## src/logic/slm_pkg.sv

```systemverilog
// Shared constants for the serial link mode and power control block.
// Assumes an 8-bit register port already decoded from the serial interface.
package slm_pkg;

    // Register addresses (12-bit register space).
    localparam logic [11:0] ADDR_SOFT_TRIG   = 12'h06c;
    localparam logic [11:0] ADDR_GLITCH_PWR  = 12'h29b;
    localparam logic [11:0] ADDR_MODE        = 12'h200;
    localparam logic [11:0] ADDR_LINK_EN     = 12'h201;
    localparam logic [11:0] ADDR_FORMAT      = 12'h202;
    localparam logic [11:0] ADDR_MF_LEN      = 12'h203;
    localparam logic [11:0] ADDR_LANE_CFG    = 12'h204;
    localparam logic [11:0] ADDR_CH_PAIR     = 12'h205;
    localparam logic [11:0] ADDR_CAL_CTRL    = 12'h206;
    localparam logic [11:0] ADDR_EMB         = 12'h207;
    localparam logic [11:0] ADDR_STATUS      = 12'h208;
    localparam logic [11:0] ADDR_LANE_STAT   = 12'h209;
    localparam logic [11:0] ADDR_DERIVED_K   = 12'h20a;

    // Reset values.
    localparam logic [7:0] GLITCH_RST   = 8'h04;
    localparam logic [7:0] FORMAT_RST   = 8'h00;
    localparam logic [7:0] MF_LEN_RST   = 8'h1f;
    localparam logic [1:0] CH_PAIR_RST  = 2'h3;
    localparam logic [7:0] EMB_RST      = 8'h01;

    // Field positions.
    localparam int CAL_EN_BIT    = 0;
    localparam int CAL_MODE_LO   = 1;
    localparam int TRIG_SEL_BIT  = 3;
    localparam int LP_SEL_BIT    = 4;
    localparam int ALT_BIT       = 0;
    localparam int SYNC_LO       = 1;

    // Lane and format limits.
    localparam int NUM_LANES       = 8;
    localparam int LANE_GROUP      = 4;
    localparam logic [7:0] FORMAT_MAX = 8'h0e;
    localparam logic [15:0] VALID_FORMATS = 16'h47ff;
    localparam logic [15:0] FORMATS_64B   = 16'h41f0;
    localparam logic [15:0] FORMATS_M_EQ_L = 16'h0060;
    localparam logic [15:0] LP_RATE_MAX_MHZ = 16'h03e8;

    // Multiblock size in octets and blocks; swap timing in sample clocks.
    localparam int K_BLOCK_OCTETS  = 8;
    localparam int K_BLOCKS        = 32;
    localparam int SWAP_MIN        = 500;
    localparam int SWAP_MAX        = 1000;
    localparam int SWAP_DELAY      = 750;
    localparam int BG_SWAP_PERIOD  = 2048;

    typedef enum logic [1:0] {CAL_FG, CAL_BG, CAL_LP_BG, CAL_RSVD} slm_cal_e;
    typedef enum logic [1:0] {SH_CRC12, SH_FEC, SH_CRC3, SH_RSVD} slm_sync_e;

endpackage : slm_pkg

```

## src/logic/slm_mode_ctrl.sv

```systemverilog
// Mode, lane, calibration-swap and power-down control for the link side.
// Assumes the register port is synchronous to clk and one access per cycle.
//
// How it works
// - Low-power mode takes effect only at sample rates up to 1 GSPS.
// - Reset values leave the device in high-performance mode.
// - Glitch-versus-power register at 0x29B is stored and read back; no logic uses it.
// - In low-power background calibration with trigger select set, core swap lands 500-1000 clocks after trigger.
// - Foreground calibration never swaps converter cores.
// - Lane alignment sequence only in 8B/10B formats; parameters always apply.
// - Link parameters derive from format selector; only listed values valid.
// - 8B/10B multiframe length must sit in the allowed range and step.
// - 64B/66B frames per multiframe equals 8*32*E/F, not programmable.
// - Marked formats report converter count equal to lane count.
// - Lowest-numbered needed lanes are used; the rest power down.
// - Tail bits are zero and samples go out MSB first.
// - Sync header supports CRC-12 or FEC; CRC-3 is refused.
// - Lane redundancy allowed only for formats of four lanes or fewer.
// - Alternate select picks lower or upper four lanes on formats of four lanes or fewer; wider formats use both groups.
// - Power-down pin or mode register disables the serial drivers.
// - Registers and calibration results survive power-down unchanged.
// - With link disabled the link block is reset, gated and powered down.
`timescale 1ns/1ps
module slm_mode_ctrl
    import slm_pkg::*;
#(
    parameter int KM_MIN       = 3,
    parameter int KM_MAX       = 255,
    parameter int KM_STEP      = 1,
    parameter int FRAME_OCTETS = 8
)(
    // Clock, reset and enable
    input  wire logic        clk,
    input  wire logic        rst,
    input  wire logic        ce,
    // Register port
    input  wire logic        regWr,
    input  wire logic        regRd,
    input  wire logic [11:0] regAddr,
    input  wire logic [7:0]  regWrData,
    output logic      [7:0]  regRdData,
    // Pins and operating conditions
    input  wire logic        powerDownInput,
    input  wire logic        calibrationTriggerPin,
    input  wire logic [15:0] sampleRateMhz,
    // Sample formatting
    input  wire logic [11:0] sampleIn,
    output logic      [15:0] sampleOut,
    // Link block controls
    output logic [NUM_LANES-1:0] laneEnable,
    output logic             linkReset,
    output logic             linkClockEnable,
    output logic             ilasEnable,
    output logic             coreSwap,
    output logic             lowPowerActive,
    output logic [1:0]       channelPairOn,
    output logic [3:0]       reportedConverters
);

    logic [7:0]  glitchPower_r, format_r, mfLen_r, emb_r;
    logic [1:0]  mode_r, chPair_r;
    logic        linkEnable_r, linkEnablePrev_r, alt_r, calEn_r;
    logic        trigSel_r, lpSel_r;
    slm_cal_e    calMode_r;
    slm_sync_e   syncHdr_r;
    logic [7:0]  actFormat_r, actMfLen_r;
    logic        actAlt_r;
    logic [3:0]  lanesUsed;
    logic        is64b, rateOk, pdActive, cfgValid, kValid, altOk;
    logic [15:0] derivedK;
    logic [NUM_LANES-1:0] lowMask;
    logic [10:0] swapCnt_r;
    logic        swapArmed_r;
    logic [11:0] bgCnt_r;
    logic        softTrig, trigger;

    // Lanes needed per format for the quad-channel part.
    function automatic logic [3:0] lanes_for(input logic [7:0] fmt);
        unique case (fmt)
            8'h00, 8'h09, 8'h0a, 8'h0e: lanes_for = 4'h8;
            8'h01, 8'h06:               lanes_for = 4'h6;
            8'h02, 8'h03, 8'h07, 8'h08: lanes_for = 4'h4;
            8'h04:                      lanes_for = 4'h3;
            8'h05:                      lanes_for = 4'h2;
            default:                    lanes_for = 4'h0;
        endcase
    endfunction : lanes_for

    // Sample resolution per format.
    function automatic logic [3:0] bits_for(input logic [7:0] fmt);
        unique case (fmt)
            8'h02, 8'h05, 8'h07, 8'h09: bits_for = 4'h8;
            8'h03, 8'h0a:               bits_for = 4'ha;
            default:                    bits_for = 4'hc;
        endcase
    endfunction : bits_for

    // Register writes; none of these clear on power-down.
    // registers held through power-down
    always_ff @(posedge clk)
    begin
        if (rst)
        begin
            glitchPower_r <= GLITCH_RST;
            format_r      <= FORMAT_RST;
            mfLen_r       <= MF_LEN_RST;
            emb_r         <= EMB_RST;
            mode_r        <= 2'h0;
            chPair_r      <= CH_PAIR_RST;
            linkEnable_r  <= 1'b0;
            alt_r         <= 1'b0;
            syncHdr_r     <= SH_CRC12;
            calEn_r       <= 1'b0;
            calMode_r     <= CAL_FG;
            trigSel_r     <= 1'b0;
            lpSel_r       <= 1'b0;
        end
        else if (ce && regWr)
        begin
            unique case (regAddr)
                ADDR_GLITCH_PWR: glitchPower_r <= regWrData;
                ADDR_MODE:       mode_r <= regWrData[1:0];
                ADDR_LINK_EN:    linkEnable_r <= regWrData[0];
                ADDR_FORMAT:     format_r <= regWrData;
                ADDR_MF_LEN:     mfLen_r <= regWrData;
                ADDR_EMB:        emb_r <= regWrData;
                ADDR_CH_PAIR:    chPair_r <= regWrData[1:0];
                ADDR_LANE_CFG:
                begin
                    alt_r <= regWrData[ALT_BIT];
                    // CRC-3 and reserved codes leave the field alone
                    if (regWrData[SYNC_LO+1:SYNC_LO] == SH_CRC12 ||
                        regWrData[SYNC_LO+1:SYNC_LO] == SH_FEC)
                        syncHdr_r <= slm_sync_e'(
                            regWrData[SYNC_LO+1:SYNC_LO]);
                end
                ADDR_CAL_CTRL:
                begin
                    calEn_r   <= regWrData[CAL_EN_BIT];
                    calMode_r <= slm_cal_e'(
                        regWrData[CAL_MODE_LO+1:CAL_MODE_LO]);
                    trigSel_r <= regWrData[TRIG_SEL_BIT];
                    lpSel_r   <= regWrData[LP_SEL_BIT];
                end
                default: ;
            endcase
        end
    end

    assign softTrig = ce && regWr && regAddr == ADDR_SOFT_TRIG && regWrData[0];

    // active link settings latch only on link enable rise
    always_ff @(posedge clk)
    begin
        if (rst)
        begin
            linkEnablePrev_r <= 1'b0;
            actFormat_r      <= FORMAT_RST;
            actMfLen_r       <= MF_LEN_RST;
            actAlt_r         <= 1'b0;
        end
        else if (ce)
        begin
            linkEnablePrev_r <= linkEnable_r;
            if (linkEnable_r && !linkEnablePrev_r)
            begin
                actFormat_r <= format_r;
                actMfLen_r  <= mfLen_r;
                actAlt_r    <= alt_r;
            end
        end
    end

    // parameters derived from the format selector alone
    assign lanesUsed = lanes_for(actFormat_r);
    assign is64b     = FORMATS_64B[actFormat_r[3:0]];
    // multiframe length range and step in 8B/10B
    assign kValid    = is64b || (int'(actMfLen_r) >= KM_MIN &&
                       int'(actMfLen_r) <= KM_MAX &&
                       (int'(actMfLen_r) - KM_MIN) % KM_STEP == 0);
    assign cfgValid  = actFormat_r <= FORMAT_MAX &&
                       VALID_FORMATS[actFormat_r[3:0]] && kValid;
    // fixed frames per multiblock in 64B/66B
    assign derivedK  = is64b ? 16'((K_BLOCK_OCTETS * K_BLOCKS *
                       int'(emb_r)) / FRAME_OCTETS)
                       : {8'h00, actMfLen_r} + 16'h0001;
    assign ilasEnable = linkEnable_r && !is64b;
    // converter count reported as lane count in marked formats, four otherwise
    assign reportedConverters = FORMATS_M_EQ_L[actFormat_r[3:0]] ?
                                lanesUsed : 4'h4;

    // low-power only up to 1 GSPS
    assign rateOk = sampleRateMhz <= LP_RATE_MAX_MHZ;
    // lpSel resets low so high performance is the default
    assign lowPowerActive = lpSel_r && rateOk;

    // pin or mode register powers the device down
    assign pdActive = powerDownInput || mode_r != 2'h0;
    assign channelPairOn = pdActive ? 2'h0 : chPair_r;

    // link held in reset with clocks gated while disabled
    assign linkReset       = !linkEnable_r;
    assign linkClockEnable = linkEnable_r && !pdActive && cfgValid;

    // redundancy only for four lanes or fewer
    assign altOk = actAlt_r && lanesUsed <= 4'(LANE_GROUP);

    // one enable per lane, lowest-numbered first
    genvar gi;
    generate
        for (gi = 0; gi < NUM_LANES; gi++)
        begin : g_lane
            assign lowMask[gi] = gi < int'(lanesUsed);
            // upper group alone when alternate select is set on four lanes or fewer
            assign laneEnable[gi] = linkClockEnable &&
                (altOk ? (gi >= LANE_GROUP && lowMask[gi-LANE_GROUP+
                          (gi >= LANE_GROUP ? 0 : LANE_GROUP)])
                       : lowMask[gi]);
        end
    endgenerate

    // MSB first, zero tail bits below the sample
    always_ff @(posedge clk)
    begin
        if (rst)
            sampleOut <= 16'h0000;
        else if (ce)
            sampleOut <= {sampleIn >> (4'hc - bits_for(actFormat_r)), 4'h0}
                         << (4'hc - bits_for(actFormat_r));
    end

    // triggered swap in low-power background calibration
    assign trigger = (calibrationTriggerPin || softTrig) && calEn_r &&
                     calMode_r == CAL_LP_BG && trigSel_r && !pdActive;

    always_ff @(posedge clk)
    begin
        if (rst)
        begin
            swapArmed_r <= 1'b0;
            swapCnt_r   <= 11'h000;
            bgCnt_r     <= 12'h000;
            coreSwap    <= 1'b0;
        end
        else if (ce)
        begin
            coreSwap <= 1'b0;
            if (trigger && !swapArmed_r)
            begin
                swapArmed_r <= 1'b1;
                swapCnt_r   <= 11'h000;
            end
            else if (swapArmed_r)
            begin
                swapCnt_r <= swapCnt_r + 11'h001;
                if (int'(swapCnt_r) == SWAP_DELAY - 2)
                begin
                    swapArmed_r <= 1'b0;
                    coreSwap    <= 1'b1;
                end
            end
            // Untriggered background calibration swaps on its own period.
            // foreground mode never reaches this branch
            if (calEn_r && !pdActive && (calMode_r == CAL_BG ||
                (calMode_r == CAL_LP_BG && !trigSel_r)))
            begin
                bgCnt_r <= bgCnt_r + 12'h001;
                if (int'(bgCnt_r) == BG_SWAP_PERIOD - 1)
                begin
                    bgCnt_r  <= 12'h000;
                    coreSwap <= 1'b1;
                end
            end
            else
                bgCnt_r <= 12'h000;
        end
    end

    // Read data is registered; unmapped addresses read zero.
    always_ff @(posedge clk)
    begin
        if (rst)
            regRdData <= 8'h00;
        else if (ce && regRd)
        begin
            unique case (regAddr)
                ADDR_GLITCH_PWR: regRdData <= glitchPower_r;
                ADDR_MODE:       regRdData <= {6'h00, mode_r};
                ADDR_LINK_EN:    regRdData <= {7'h00, linkEnable_r};
                ADDR_FORMAT:     regRdData <= format_r;
                ADDR_MF_LEN:     regRdData <= mfLen_r;
                ADDR_EMB:        regRdData <= emb_r;
                ADDR_CH_PAIR:    regRdData <= {6'h00, chPair_r};
                ADDR_LANE_CFG:   regRdData <= {5'h00, syncHdr_r, alt_r};
                ADDR_CAL_CTRL:   regRdData <= {3'h0, lpSel_r, trigSel_r,
                                               calMode_r, calEn_r};
                ADDR_STATUS:     regRdData <= {2'h0, altOk, lowPowerActive,
                                    is64b, pdActive, cfgValid,
                                    linkClockEnable};
                ADDR_LANE_STAT:  regRdData <= laneEnable;
                ADDR_DERIVED_K:  regRdData <= derivedK[7:0];
                default:         regRdData <= 8'h00;
            endcase
        end
    end
endmodule : slm_mode_ctrl

```

## config.mk

```make
export PLATFORM = sky130hd
export DESIGN_NAME = slm_mode_ctrl
export DESIGN_NICKNAME = d
export VERILOG_FILES = /design/src/logic/slm_pkg.sv /design/src/logic/slm_mode_ctrl.sv
export SDC_FILE = /design/constraint.sdc
export NUM_CORES = 1
export LEC_CHECK = 0
export CAP_MARGIN = 20
export CORE_ASPECT_RATIO = 0.6
export CORE_UTILIZATION = 64
export DETAILED_ROUTE_END_ITERATION = 10
export DONT_BUFFER_PORTS = 1
export PLACE_DENSITY = 0.91
export SYNTH_ARGS = -nofsm -noshare
export SYNTH_HDL_FRONTEND = slang
export SYNTH_SLANG_ARGS = --single-unit
```

## constraint.sdc

```tcl
create_clock -name clk -period 2.4 [get_ports clk]
set_clock_uncertainty 0.05 [all_clocks]
set_input_delay 0.12 -clock clk [delete_from_list [all_inputs] [get_ports clk]]
set_output_delay 0.12 -clock clk [all_outputs]
set_load 0.03 [all_outputs]
```

[Yosys cells after proc, flatten, opt, wreduce, memory -nomap -nowiden]
Memories as Yosys holds them, arrays and structs flattened. A register that Yosys moved wholly into a read port is not among the register bits.
Index checks and enable logic that the tools add are counted.
Storage, ports and cells
  memory bits (read-only): 112
  input bits: 55
  logic and storage cells: 166
  output and inout bits: 43
  memories kept: 4
  flip-flop bits (word level): 112
Memory list
  (no name shown): words 16, bits a word 4, read ports 1, clocked after memory_dff 1, write ports 0, RTL line slm_mode_ctrl.sv:79  | unique case (fmt)
  (no name shown): words 16, bits a word 1, read ports 1, clocked after memory_dff 1, write ports 0, RTL line slm_mode_ctrl.sv:189  | assign reportedConverters = FORMATS_M_EQ_L[actFormat_r[3:0]] ?
  (no name shown): words 16, bits a word 1, read ports 1, clocked after memory_dff 1, write ports 0, RTL line slm_mode_ctrl.sv:182  | VALID_FORMATS[actFormat_r[3:0]] && kValid;
  (no name shown): words 16, bits a word 1, read ports 1, clocked after memory_dff 1, write ports 0, RTL line slm_mode_ctrl.sv:176  | assign is64b = FORMATS_64B[actFormat_r[3:0]];
Cells by class
  $add $sub $neg: 4
  reductions and logical operators: 57
  mux-type cells: 39
  equality and inequality tests: 24
  $lt $le $gt $ge: 13
  shift-type cells: 2
Operators by type and width (number)
  $eq 12x10->1 const B: 12
  $pmux 8 s12: 1
  $mux 4: 12
  $logic_and 1x1->1: 28
  $mux 12: 2
  $mux 11: 2
  $reduce_and 2->1: 11
  $mux 1: 19
  $eq 8x2->1 const B: 2
  $eq 8x3->1 const B: 2
  $eq 8x4->1 const B: 2
  $le 16x10->1 const B: 1
  $lt 3x4->1 const A: 4
  $shl 16x4->16: 1
  $add 12x1->12 const B: 1
  $eq 12x12->1 const B: 1
  $eq 12x7->1 const B: 1
  $shr 12x4->12: 1
  $add 11x1->11 const B: 1
  $eq 11x11->1 const B: 1
  $add 8x1->8 const B: 1
  $ge 8x2->1 const B: 1
  $le 8x4->1 const B: 1
  $lt 1x4->1 const A: 2
  17 further kinds: 29

[Longest topological paths before layout]
Gate-level depths: netlist of the first run.
  word-level depth: 12
  mapped depth: 9
  gate-level depth less buffers: 8

[Least setup slack after synthesis of the first run]
OpenSTA, ideal clock, no wires.
  path kind: reg-to-output
  start point: register actFormat_r[4]
  end point: output port laneEnable[0]
  path buffers: 1
  arrival time: 1998 ps
  cell stages (with the launch flop): 6
  slack: 232 ps
  required time: 2230 ps
  cell sequence: dfxtp_1 nor4_4 o2111ai_1 or2_1 buf_2 nor3_1
On the way
  longest elaborated chain between the ends: 6
  elaborated cells on any way between the ends: 11
  classes of those cells: 3 x order compare; 2 x mux; 6 x reduce/logical
RTL lines
  start, declared: RTL line slm_mode_ctrl.sv:66  | logic [7:0] actFormat_r, actMfLen_r;
  start signal, assigned: RTL line slm_mode_ctrl.sv:167  | actFormat_r <= format_r;
  $logic_not 4->1: RTL line slm_mode_ctrl.sv:79
  $mux 4: RTL line slm_mode_ctrl.sv:79
  $le 4x3->1: RTL line slm_mode_ctrl.sv:206  | assign altOk = actAlt_r && lanesUsed <= 4'(LANE_GROUP);
  $logic_and 1x1->1: RTL line slm_mode_ctrl.sv:206
  $mux 1: RTL line slm_mode_ctrl.sv:216  | (altOk ? (gi >= LANE_GROUP && lowMask[gi-LANE_GROUP+
  $logic_and 1x1->1 (*): RTL line slm_mode_ctrl.sv:215  | assign laneEnable[gi] = linkClockEnable &&
  end, declared: RTL line slm_mode_ctrl.sv:50  | output logic [NUM_LANES-1:0] laneEnable,
Every way passes the cells marked *; elsewhere a longest branch is shown, timed or not.

[Worst setup path in the final report of the first run]
  start point: register actFormat_r[4]
  end point: output port laneEnable[6]
The elaborated chain is that of the path after synthesis.

==> out/metrics.yaml, run 1 <==
drv_cap: 0
fin_crit_sh_pct: 98.8
portBuffers: 0
clk_latency_ns: 0.42
finalNonFillerCells: 891
timing.final.ws_setup_ns: 0.0285
clk_pin_slew_worst_paths_ns: 0.06
met2RoutedLength_um: 8860
p_per_area_nw_per_um2: 670
diodes: 0
switching_share_pct: 22.5
crit_top_cell: "o211ai_1"
arrival_ns: 2.20
async_reset_ff_share_pct: 0
slowest_delay_ns: 0.66
synth-warning-count: 0
antenna_found_initial: 0
grt_pass1_vias: 5722
routed_via_density: 6.93
drt-total-wl_um: 20300
place_ws_ns: 0.128
met3_length_um: 3190
initial_utilization_pct: 68.2
internal_power_mw: 3.75
clockBufferDepth: 2
netlist_instances: 711
cpMaxStageDelayCell: "or4_1"
ioPinCount: 98
drive_above_1_share_pct: 14.9
endpoint_kind: "output pin"
ys_types: 74
worstHoldPathType: "in2reg"
place_hpwl_um: 12900
grt_start_max_net_pins: 93
relSlewSlack_pct: 56.0
syn_to_final_growth_pct: 20.0
die-area_um2: 9800
criticalPathCategory: "reg2out"
ir_worst_vdd_mv: 0.501
final_max_slew_viol_count: 0
crit_fanout: 3
p_clk_share_pct: 55.0
setup_viol: 0
grt_first_pass_wirelength_um: 30700
detail-route-antenna-nets: 0
row_count: 26
wl_per_cell_um: 22.8
p_switching_mw: 1.09
cts_sinks: 115
drc: 0
mostFrequentLayoutCell: "dfxtp_1"
nets: 815
regArea_um2: 2310
cp-start-kind: "flop"
multi_input_area_um2: 3540
cts_buffers: 17
rsz0062_at_grt: "false"
comb_power_share_pct: 4.5
dieHeight_um: 77.1
gp_congestion: 0.964
fill_cells: 505
dieWidth_um: 127
tritoncts: "built"
finalHoldViolations: 0
cts_root_buf: "clkbuf_16"
yosysSeqAreaShare_pct: 38.3
status: "finished, final reports clean"
clock.fmax_mhz: 422
gr-usage-all-layers_pct: 41.6
top_layer_used: "met4"
path_cells: "or4_1 -> o211ai_1 -> o211ai_1 -> and2_4"
syn_avg_cell_area_um2: 8.46
seq_power_share_pct: 40.5
worst_pin_slew_ns: 0.658
drt-met1-wl_um: 7370
layout_common_cells: "111 x dfxtp_1, 101 x nand2_1, 79 x nor2_1, 39 x a21oi_1, 39 x mux2i_1"
synth_area_um2: 6010
htree_num_levels: 4
routed-via-count: 6177
leakagePower_nw: 2.78
synth-edff-count: 0
synth-seq-cells: 115
drtIter0Drc: 1016
dp_cells: 828
fin_crit_ns: 2.37
synth_top_flop_cell: "dfxtp_1"
grt_overflow: 0
dr.pass1.iters: 8
crit_required_ns: 2.23
core_area_um2: 8820
critical path, delay by kind of cell (launching register included):
kind	cells	cell delay (ns)
DFF	1	0.35
AOI/OAI and AO/OA	2	0.53
and+or+nand+nor	2	0.90
per-stage QoR:
step	TNS [ns]	total power [mW]	cell area, um^2	utilization (%)	hold WS, ns
after CTS	-0.0542	4.80	7170	81.3	0.00810
after global placement	0	2.11	6210	70.5	0.140
final	0	4.83	7220	81.9	0.0215
after floorplan	0	2.15	6030	-	0.194
after detailed placement	0	2.11	6210	70.5	0.145
after global routing	0	4.92	7220	81.9	0.0173
synthesized netlist by cell type, drive strengths merged (8+ instances only):
library cell  count  area, um^2
a21oi            47         265
and2             10        62.6
and3              8        50.1
buf              21         115
clkbuf           20        75.1
dfxtp           115        2300
inv              12        45.0
mux2i            39         390
nand2           101         379
nand2b           12        75.1
nand3            28         163
nand3b           15         113
nand4            17         106
nor2             79         297
nor3             17        96.4
nor3b             8        60.1
nor4             12         120
o21ai            11        55.1
xor2             19         166
layer usage:
| layer | vias to the layer above | track usage, % |
|---|---|---|
| met5 | - | 0 |
| met4 | 0 | 16.9 |
| met3 | 143 | 13.5 |
| met2 | 586 | 65.6 |
| met1 | 2824 | 52.4 |
| li1 | 2624 | - |
what timing repair did:
| item | CTS | global route |
|---|---|---|
| hold buffers | 29 | 0 |
| setup buffers | 1 | 2 |
| gates resized for setup | 6 | 10 |
| cloned | 0 | 0 |
| hold endpoints to repair | 108 | 0 |
| pin swaps | 1 | 5 |
| setup endpoints to repair | 9 | 9 |
path summary, 6_finish.rpt:
kind	slack (ns)	cells after the start	startpoint	end
worst max-delay path	0.03	4	actFormat_r[4]	laneEnable[6]
worst min-delay path	0.02	3	regAddr[1]	regRdData[5]
worst max register to register	0.18	6	actFormat_r[7]	regRdData[1]
worst min register to register	0.43	2	format_r[6]	actFormat_r[6]
area by class of cell:
cell class | instances | share of cell area [%]
Tap cell | 126 | 2.18
Clock inverter | 8 | 1.73
Multi-Input combinational cell | 546 | 49.0
Timing Repair Buffer | 61 | 7.73
Clock buffer | 23 | 6.76
Sequential cell | 115 | 32.0
Inverter | 12 | 0.624
power by group through the flow:
stage          combinational, mW  sequential [mW]  clock, mW
5_1_grt                    0.223             1.96       2.73
4_1_cts                    0.205             1.96       2.64
3_5_place_dp               0.117             2.00          0
6_report                   0.216             1.96       2.66
2_1_floorplan              0.152             2.00          0
3_3_place_gp               0.113             2.00          0
sequential cells by signal (all words and copies together), names as in the netlist, 8 cells and up, named ones only:
signal and cells:
swapCnt_r 11, format_r 8, actMfLen_r 8, glitchPower_r 8, bgCnt_r 12, regRdData 8
emb_r 8, mfLen_r 8, sampleOut 12, actFormat_r 8
cell families (layout without fill, tap and decap cells):
group	Yosys count	in the layout	synth area share, %
simple gates	345	345	30.4
compound gates	120	120	14.3
flops	115	115	38.3
buf+inv	53	104	3.91
mux	45	45	7.99
xor+xnor	25	25	3.64
fa+ha+maj	7	7	1.46
other cells	1	4	0.0623
No activity file was read; power rests on OpenSTA's default activity.
==> run 2: changes to the inputs <==
RECOVER_POWER = 50   (was default)
==> run 2 against run 1 <==
  * Utilization down 0.70 points
  * Sequential share of layout area up 0.27 points
  * Setup slack better by 0.0017 ns
  * Die area unchanged
==> out/metrics.yaml, run 2 (synthesis gave the netlist of run 1 again) <==
whs_path_depth: 2  # -1
dr.pass1.iters: 6  # -2
arrival_ns: 2.20  # about the same
clockBufferDepth: 2  # unchanged
drtIter0Drc: 1025  # +0.89%
layout_common_cells: "111 x dfxtp_1, 101 x nand2_1, 79 x nor2_1, 39 x a21oi_1, 39 x mux2i_1"
drv_cap: 0  # unchanged
dieHeight_um: 77.1  # unchanged
nets: 815  # unchanged
hold-path-endpoint: "bgCnt_r[9]"
syn_to_final_growth_pct: 19.0
antenna_found_initial: 0  # unchanged
row_count: 26  # unchanged
crit_required_ns: 2.23  # about the same
drc: 0  # unchanged
tritoncts: "built"
relSlewSlack_pct: 54.6  # -1.4 points
crit_fanout: 3  # unchanged
placedInstanceArea_um2: 6210  # unchanged
initial_utilization_pct: 68.2  # unchanged
r2r-start: "linkEnablePrev_r"
endpoint_kind: "output pin"
place_hpwl_um: 12900  # unchanged
criticalPathCategory: "reg2out"
fill_cells: 524  # +3.8%
final_max_slew_viol_count: 0  # unchanged
die-area_um2: 9800  # unchanged
cts_buffers: 17  # unchanged
leakagePower_nw: 2.74  # -1.7%
gr-usage-all-layers_pct: 41.6  # unchanged
clk_pin_slew_worst_paths_ns: 0.06  # about the same
dp_cells: 828  # unchanged
grt_pass1_vias: 5722  # unchanged
r2r_cells: 7  # +1
grt_first_pass_wirelength_um: 30700  # unchanged
drt-total-wl_um: 20300  # -0.18%
design_area_um2: 7160  # -0.85%
crit_start: "actFormat_r[4]"
gp_congestion: 0.964  # unchanged
fin_util_pct: 81.2  # -0.70 points
detail-route-antenna-nets: 0  # unchanged
mostFrequentLayoutCell: "dfxtp_1"
fin_crit_sh_pct: 98.7  # about the same
grt_start_max_net_pins: 93  # unchanged
hold_ws_ns: 0.0161  # -0.00541 ns
worst_pin_slew_ns: 0.679  # +0.0210 ns
clk_latency_ns: 0.42  # about the same
worstHoldPathType: "in2reg"
routed_via_density: 6.89  # -0.61%
status: "finished, final reports clean"
ir_worst_vdd_mv: 0.510  # +1.8%
cts_sinks: 115  # unchanged
dieWidth_um: 127  # unchanged
routed-via-count: 6146  # -0.50%
top_regs: "bgCnt_r (12), sampleOut (12), swapCnt_r (11)"
r2r-end: "is64b"
drive_above_1_share_pct: 13.2  # -1.7 points
clock.fmax_mhz: 422  # about the same
setup_viol: 0  # unchanged
core_area_um2: 8820  # unchanged
htree_num_levels: 4  # unchanged
r2r_slack_ns: 0.07  # -0.11 ns
cp-start-kind: "flop"
wl_per_cell_um: 22.7  # -0.29%
p_per_area_nw_per_um2: 674  # +0.65%
finalHoldViolations: 0  # unchanged
grt_overflow: 0  # unchanged
ioPinCount: 98  # unchanged
cts_root_buf: "clkbuf_16"
hold_start: "ce"
finalNonFillerCells: 892  # +0.11%
portBuffers: 0  # unchanged
fin_crit_ns: 2.37  # -0.00168 ns
-- run 2: layout make-up --
type,count,area (um^2),area share [%]
diodes,1,2.50,0.0350
clock buffers,23,488,6.82
clock inverters,8,125,1.75
inverters,12,45.0,0.629
multi-input cells,546,3500,49.0
flip-flops and latches,115,2310,32.2
well taps,126,158,2.20
repair buffers,61,528,7.38
-- run 2: timing repair --
item,in CTS,in global routing
endpoints found under the setup margin,9,9
setup buffers,1,2
endpoints found under the hold margin,108,0
hold buffers,29,0
pin swaps,1,5
gates resized for setup,6,10
gates cloned,0,0
-- run 2: worst max-delay path: stages, from the launching register on --
cell and delay [ns]:
dfxtp_1 0.35, or4_1 0.66, o211ai_1 0.34, o211ai_1 0.19, and2_4 0.24
-- run 2: report_power, final --
part / switching (mW) / internal, mW / total (mW)
Clock: 0.917 / 1.74 / 2.65
Sequential: 0.0351 / 1.92 / 1.96
Combinational: 0.127 / 0.0854 / 0.213
-- run 2: worst max path at each step --
stage                     depth (start not counted)  slack, ns            end
after floorplan                                   5       0.23  laneEnable[0]
after global routing                              7     -0.003          is64b
after CTS                                         6      -0.03  laneEnable[2]
final                                             4       0.03  laneEnable[6]
after detailed placement                          7       0.13   regRdData[2]
after global placement                            6       0.24   regRdData[2]
-- run 2: stage by stage --
step	total power [mW]	worst slack, ns	setup TNS, ns
after global routing	4.91	-0.00299	-0.00299
after global placement	2.11	0.237	0
after floorplan	2.15	0.232	0
final	4.82	0.0302	0
after detailed placement	2.11	0.128	0
after CTS	4.80	-0.0278	-0.0542
-- run 2: per-layer routing --
metal / wire [um] / track usage (%) / share of wire [%] / vias to the layer above
li1: - / - / - / 2615
met1: 7380 / 52.4 / 36 / 2818
met2: 8810 / 65.6 / 43 / 579
met3: 3170 / 13.5 / 16 / 134
met4: 922 / 16.9 / 4.5 / 0
met5: 0 / 0 / 0 / -
